## config.mk

```make
export PLATFORM = sky130hd
export DESIGN_NAME = lbsd_top
export DESIGN_NICKNAME = d
export VERILOG_FILES = /design/src/hw/lbsd_pkg.sv /design/src/hw/lbsd_top.sv
export SDC_FILE = /design/constraint.sdc
export NUM_CORES = 1
export LEC_CHECK = 0
export BUFFER_PORTS_ARGS = -buffer_cell sky130_fd_sc_hd__buf_2
export CORE_MARGIN = 2
export CORE_UTILIZATION = 25
export CTS_CLUSTER_DIAMETER = 150
export CTS_CLUSTER_SIZE = 40
export DETAILED_ROUTE_END_ITERATION = 10
export PLACE_DENSITY = 0.46
export SYNTH_ARGS = -nofsm -noshare
export SYNTH_HDL_FRONTEND = slang
export SYNTH_SLANG_ARGS = --single-unit
```

## constraint.sdc

```tcl
create_clock -name CLK -period 1.4 [get_ports CLK]
set_input_delay 0.07 -clock CLK [delete_from_list [all_inputs] [get_ports CLK]]
set_output_delay 0.07 -clock CLK [all_outputs]
set_load 0.03 [all_outputs]
```

## src/hw/lbsd_pkg.sv

```systemverilog
`default_nettype none
package lbsd_pkg;
   localparam int unsigned LAMP_COUNT = 5;
   // a high stage extinguishes its lamp, low lights it
   localparam logic LAMP_OFF = 1'h1;
   localparam logic LAMP_ON = 1'h0;
   localparam logic [4:0] LAMPS_ALL_ON = 5'h00;
   localparam logic [4:0] LAMPS_RESET = 5'h1F;
   localparam logic [2:0] SYNC_RESET = 3'h7;

   typedef struct packed {
      logic clear_n;
      logic shift_clock;
      logic serial_data;
   } lbsd_lines_type;
endpackage
`default_nettype wire

```

## src/hw/lbsd_top.sv

```systemverilog
`default_nettype none
// Function
// - while the clear line is low all five lamp outputs are forced low.
// - each rising edge of the shift clock while the clear line is high captures the data line into lamp one.
// - a captured low lights its lamp and a high extinguishes it.
// - each capture edge moves every lamp state one stage toward lamp five.
module lbsd_top #(
   parameter int unsigned LAMPS = lbsd_pkg::LAMP_COUNT
) (
   input wire logic CLK,
   input wire logic NRST,
   input wire logic BAR_CLEAR_LINE_N,
   input wire logic BAR_SHIFT_CLOCK,
   input wire logic BAR_SERIAL_DATA,
   output logic [LAMPS-1:0] BAR_LAMPS
);
   // the three host lines are asynchronous to CLK; each gets two stages
   lbsd_pkg::lbsd_lines_type raw_lines;
   lbsd_pkg::lbsd_lines_type sync1_q;
   lbsd_pkg::lbsd_lines_type sync2_q;
   logic clk_prev_q;
   logic [LAMPS-1:0] lamps_q;
   logic [LAMPS-1:0] lamps_d;
   wire logic [LAMPS-1:0] stage_src;
   // check-only bookkeeping: captures seen since the last clear
   localparam int unsigned FILL_W = $clog2(LAMPS + 1);
   localparam logic [FILL_W-1:0] FILL_ONE = FILL_W'(1);
   localparam logic [FILL_W-1:0] FILL_FULL = FILL_W'(LAMPS);
   logic [FILL_W-1:0] fill_q;
   logic seen_clear_q;
   wire logic capture_edge;
   wire logic clear_active;

   // one driver for the whole struct; field order is clear, clock, data
   assign raw_lines = {BAR_CLEAR_LINE_N, BAR_SHIFT_CLOCK, BAR_SERIAL_DATA};

   always_ff @(posedge CLK or negedge NRST)
   begin
      if (!NRST)
      begin
         sync1_q <= lbsd_pkg::SYNC_RESET;
         sync2_q <= lbsd_pkg::SYNC_RESET;
      end
      else
      begin
         sync1_q <= raw_lines;
         sync2_q <= sync1_q;
      end
   end

   // clock idles high, so reset to high avoids a false edge at release
   always_ff @(posedge CLK or negedge NRST)
   begin
      if (!NRST)
         clk_prev_q <= 1'h1;
      else
         clk_prev_q <= sync2_q.shift_clock;
   end

   // data is synchronised with the clock, keeping their relative timing
   assign capture_edge = sync2_q.shift_clock & ~clk_prev_q;
   assign clear_active = ~sync2_q.clear_n;

   // stage zero takes the data bit, every later stage its predecessor
   assign stage_src[0] = sync2_q.serial_data;
   for (genvar s = 1; s < LAMPS; s++)
   begin : g_stage
      assign stage_src[s] = lamps_q[s-1];

   end

   // clear outranks a coincident edge; lamps all turn on while it holds
   assign lamps_d = clear_active ? {LAMPS{lbsd_pkg::LAMP_ON}}
      : capture_edge ? stage_src
      : lamps_q;

   always_ff @(posedge CLK or negedge NRST)
   begin
      if (!NRST)
         lamps_q <= {LAMPS{lbsd_pkg::LAMP_OFF}};
      else
         lamps_q <= lamps_d;
   end

   always_ff @(posedge CLK or negedge NRST)
   begin
      if (!NRST)
      begin
         fill_q <= '0;
         seen_clear_q <= 1'h0;
      end
      else if (clear_active)
      begin
         fill_q <= '0;
         seen_clear_q <= 1'h1;
      end
      else if (capture_edge && fill_q != FILL_FULL)
         fill_q <= fill_q + FILL_ONE;
   end

   assign BAR_LAMPS = lamps_q;
endmodule
`default_nettype wire

```

* After elaboration in Yosys (flattened, before gate mapping)
Cells that the tools add are included.
** Word-level totals
- Register bits after elaboration :: 12
** Operators by class
- Equal/unequal tests :: 1
- Mux-type cells :: 2
- Bitwise gates (word level) :: 2
** Operators with widths (count)
- 2-to-1 mux 5 bit :: 2
- != test 2 x 1 -> 1 bit (second input constant) :: 1
- AND 1 bit :: 1
- inverter 1 bit :: 1

* Depth between registers and ports, before layout
- Word-level depth :: 4
- Depth in mapped cells :: 3
- Depth with buffers taken out :: 2

* Least setup slack after synthesis
OpenSTA, ideal clock, no wires.
- Kind :: register -> register
- Start :: register sync2_q[1] in the netlist's numbering
- End :: register lamps_q[1] (netlist: BAR_LAMPS[1])
- Library setup time :: 0.075 ns
- Arrival time :: 0.912 ns
- Data required time :: 1.325 ns
- Setup slack :: 0.413 ns
- Cell stages (with the launch flop) :: 4
- Cell sequence :: dfstp_2 -> nor2b_4 -> buf_6 -> mux2i_1
** On the way
- Cells in the longest elaborated chain, start to end :: 2
** Ends and longest elaborated chain
- start, declared :: RTL line lbsd_top.sv:20 : lbsd_pkg::lbsd_lines_type sync2_q;
- start signal, assigned :: RTL line lbsd_top.sv:42 : sync2_q <= lbsd_pkg::SYNC_RESET;
- start signal, assigned :: RTL line lbsd_top.sv:47 : sync2_q <= sync1_q;
- AND 1 bit :: RTL line lbsd_top.sv:61 : assign capture_edge = sync2_q.shift_clock & ~clk_prev_q;
- != test 2 x 1 -> 1 bit (no line)
- end signal, assigned :: RTL line lbsd_top.sv:80 : lamps_q <= {LAMPS{lbsd_pkg::LAMP_OFF}};
- end signal, assigned :: RTL line lbsd_top.sv:82 : lamps_q <= lamps_d;
- end, declared :: RTL line lbsd_top.sv:22 : logic [LAMPS-1:0] lamps_q;
No other way between the ends.
A chain may end at the register's enable or synchronous reset.

* Worst setup path in the final report
- Start :: register sync2_q[1] in the netlist's numbering
- End :: register lamps_q[3] (netlist: BAR_LAMPS[3])
Same word-level chain as after synthesis.

==> qor.csv <==
stage,metric,value,unit
layout,design area,544,um^2
clock_network,CTS root buf,clkbuf_4,
power_and_ir_drop,register share of total power,55.3,%
route,drt via density,4.12,
global_route,Tot GR Track Use,7.15,%
power_and_ir_drop,maximum VDD drop,0.349,mV
timing,Final Cycle Share,76.6,%
clock_network,CTS tree,done,
power_and_ir_drop,sw frac,19.7,%
clock_network,post-CTS sizing,0,
min_path,HP Start,sync1_q[0]$_DFF_PN1_,
timing,Hold Fails Final Rpt,0,
global_route,antenna violations before repair,0,
setup_path,worst endpoint data arrival time,1.26,ns
timing,Clock Skew,0.000460,ns
timing,Setup WS post-layout,0.328,ns
logic_synthesis,Mapped Area,443,um^2
power_and_ir_drop,LEAKAGE,0.238,nW
timing,Worst Tran Pin Value,0.251,ns
layout,layout cells sized above 1,63.4,%
place,placed cell areas,468,um^2
power_and_ir_drop,combinational power share,5.5,%
route,Vias,239,
floorplanning,height of the die,46.1,um
power_and_ir_drop,Power Total,681,uW
global_route,remaining global-route overflow,0,
setup_path,Setup crit start kind,flip-flop,
clock_network,Max Buffers Root-to-Sink,2,
power_and_ir_drop,NetSw,134,uW
place,# port buffers,9,
clock_network,clock latency on the worst-skew pair,0.27,ns
power_and_ir_drop,PwrDens,1250,nW/um^2
timing,final setup fails,0,
route,Pre-Repair DR Iteration Count,1,
setup_path,Worst path max stage delay,0.53,ns
logic_synthesis,Syn Area/Cell,15.3,um^2
floorplanning,# IOs,10,
timing,RSZ-0062 raised after global routing,no,
floorplanning,Die Area,2120,um^2
outcome,outcome,completed,
layout,antenna diode count,0,
job,max capacitance violation total,0,
logic_synthesis,warnings from Yosys,0,
setup_path,RR Startpoint,sync2_q[1]$_DFF_PN1_,
setup_path,crit-path leading delay family,flip-flops,
floorplanning,Core ar.,1690,um^2
layout,final core occ,32.2,%
clock_network,total clock sinks,12,
timing,TNS Setup,0,ns
logic_synthesis,Yosys top cell area share,71.2,%
floorplanning,Die W,46.1,um
layout,final cell count without fillers,58,
floorplanning,Initial Utilization,26.2,%
setup_path,Worst setup startpoint,sync2_q[1]$_DFF_PN1_,
global_route,first-pass GRT wire length,993,um
place,DP Cell Count,50,
route,wire per inst,10.5,um
setup_path,crit path capture type,flip-flop,
floorplanning,Std-Cell Rows,15,
place,dpl hpwl,450,um
logic_synthesis,sequential area share after synthesis,71.2,%
timing,final hold slack,0.358,ns
power_and_ir_drop,internal power,546,uW
logic_synthesis,number of synthesized register bits,12,
setup_path,crit path cell chain,"nor2b_4, mux2i_1",
global_route,largest net degree at the start of global routing,13,
clock_network,Num CTS Buffers,3,
min_path,Min-Delay Path Class,flip-flop to flip-flop,
timing,Final Slew Violations,0,
setup_path,CP max stage cell,dfstp_2,
clock_network,H-tree lvl count,1,
logic_synthesis,Mapped Cells,29,
place,DP Worst Slack,0.317,ns
logic_synthesis,synth top area cells,"dfstp_2 (71%), mux2i_1 (11%), buf_4 (6.8%), nand2_1 (5.1%), nor2b_4 (3.1%)",
clock_network,"Clk pin slew, worst setup/hold paths",0.07,ns
logic_synthesis,"area leader, netlist",dfstp_2,
route,DRC violations left,0,
layout,fillcell total,176,
route,Initial DRC Count,0,
timing,max_slew headroom,83.3,%
logic_synthesis,Post-Syn Nets,34,
route,Antenna Nets Post-Route,0,
layout,fin nets,47,
setup_path,crit-path max FO,5,
layout,P&R area growth vs syn,22.9,%
route,WL final,609,um
power_and_ir_drop,Clock power frac,39.2,%
timing,minimum clock period,1.07,ns
global_route,number of global-route vias before repair,236,
setup_path,buffers plus inverters on the worst setup path,0,
place,GPL Wtd Cong,0.654,
logic_synthesis,post-synth cell types,6,
setup_path,critical path class,flip-flop to flip-flop,
setup_path,required time worst endpoint,1.59,ns
timing,Peak Freq,0.933,GHz
==> metal layers <==
metal  GRT usage (%)  vias to the layer above  wire (um)
met2            10.6                       11        272
li1                -                      115          -
met1            8.40                      111        273
met3            2.75                        2         48
met5               0                        -          0
met4            5.14                        0         15
==> power groups by stage <==
stage               registers (mW)  clock network (mW)  logic, mW
global route                 0.378               0.305     0.0411
floorplan                    0.380                   0     0.0212
detailed placement           0.382                   0     0.0297
finish                       0.376               0.267     0.0374
global placement             0.381                   0     0.0287
CTS                          0.376               0.284     0.0381
==> flip-flops by register name, indices dropped and copies added, names as in the netlist <==
name	flops
BAR_LAMPS	5
stage_src	1
sync1_q	3
clk_prev_q	1
sync2_q	2
==> logic make-up (layout without fill, tap and decap cells) <==
logic type,count (synthesis),in the layout,share of synthesized area [%]
muxes,5,5,11.3
buffers and inverters,5,17,9.32
and+or+nand+nor,7,7,8.19
DFF,12,12,71.2
==> cells in the final DEF, fill, tap and decap left out <==
cell type,count
dfstp_2,12
buf_2,9
nand2_1,6
mux2i_1,5
dlygate4sd3_1,4
clkbuf_4,3
nor2b_4,1
clkbuf_8,1
==> synthesized netlist by cell type <==
cell type	count
buf_4	4
nor2b_4	1
dfstp_2	12
mux2i_1	5
buf_6	1
nand2_1	6
==> path summary, 6_finish.rpt <==
path                                       endpoint  slack [ns]  cells past startpoint
max                        BAR_LAMPS[3]$_DFFE_PN1P_        0.33                      2
max in group asynchronous  BAR_LAMPS[3]$_DFFE_PN1P_        0.94                      2
max reg2reg                BAR_LAMPS[3]$_DFFE_PN1P_        0.33                      2
min                          stage_src[0]$_DFF_PN1_        0.36                      0
min reg2reg                  stage_src[0]$_DFF_PN1_        0.36                      0
min in group asynchronous      sync1_q[2]$_DFF_PN1_        0.44                      2
==> final cells by class <==
class                           count  area [um^2]  area share (%)
Sequential cell                    12          315            57.9
Tap cell                           17         21.3            3.91
Multi-Input combinational cell     12         86.3            15.9
Clock buffer                        4         36.3            6.67
Timing Repair Buffer               13         85.1            15.6
==> what timing repair did <==
action                                  CTS  global route
endpoints found under the hold margin    15             0
endpoints found under the setup margin    0             0
setup buffers                             0             0
hold buffers                              4             0
No activity file was read; power rests on OpenSTA's default activity.
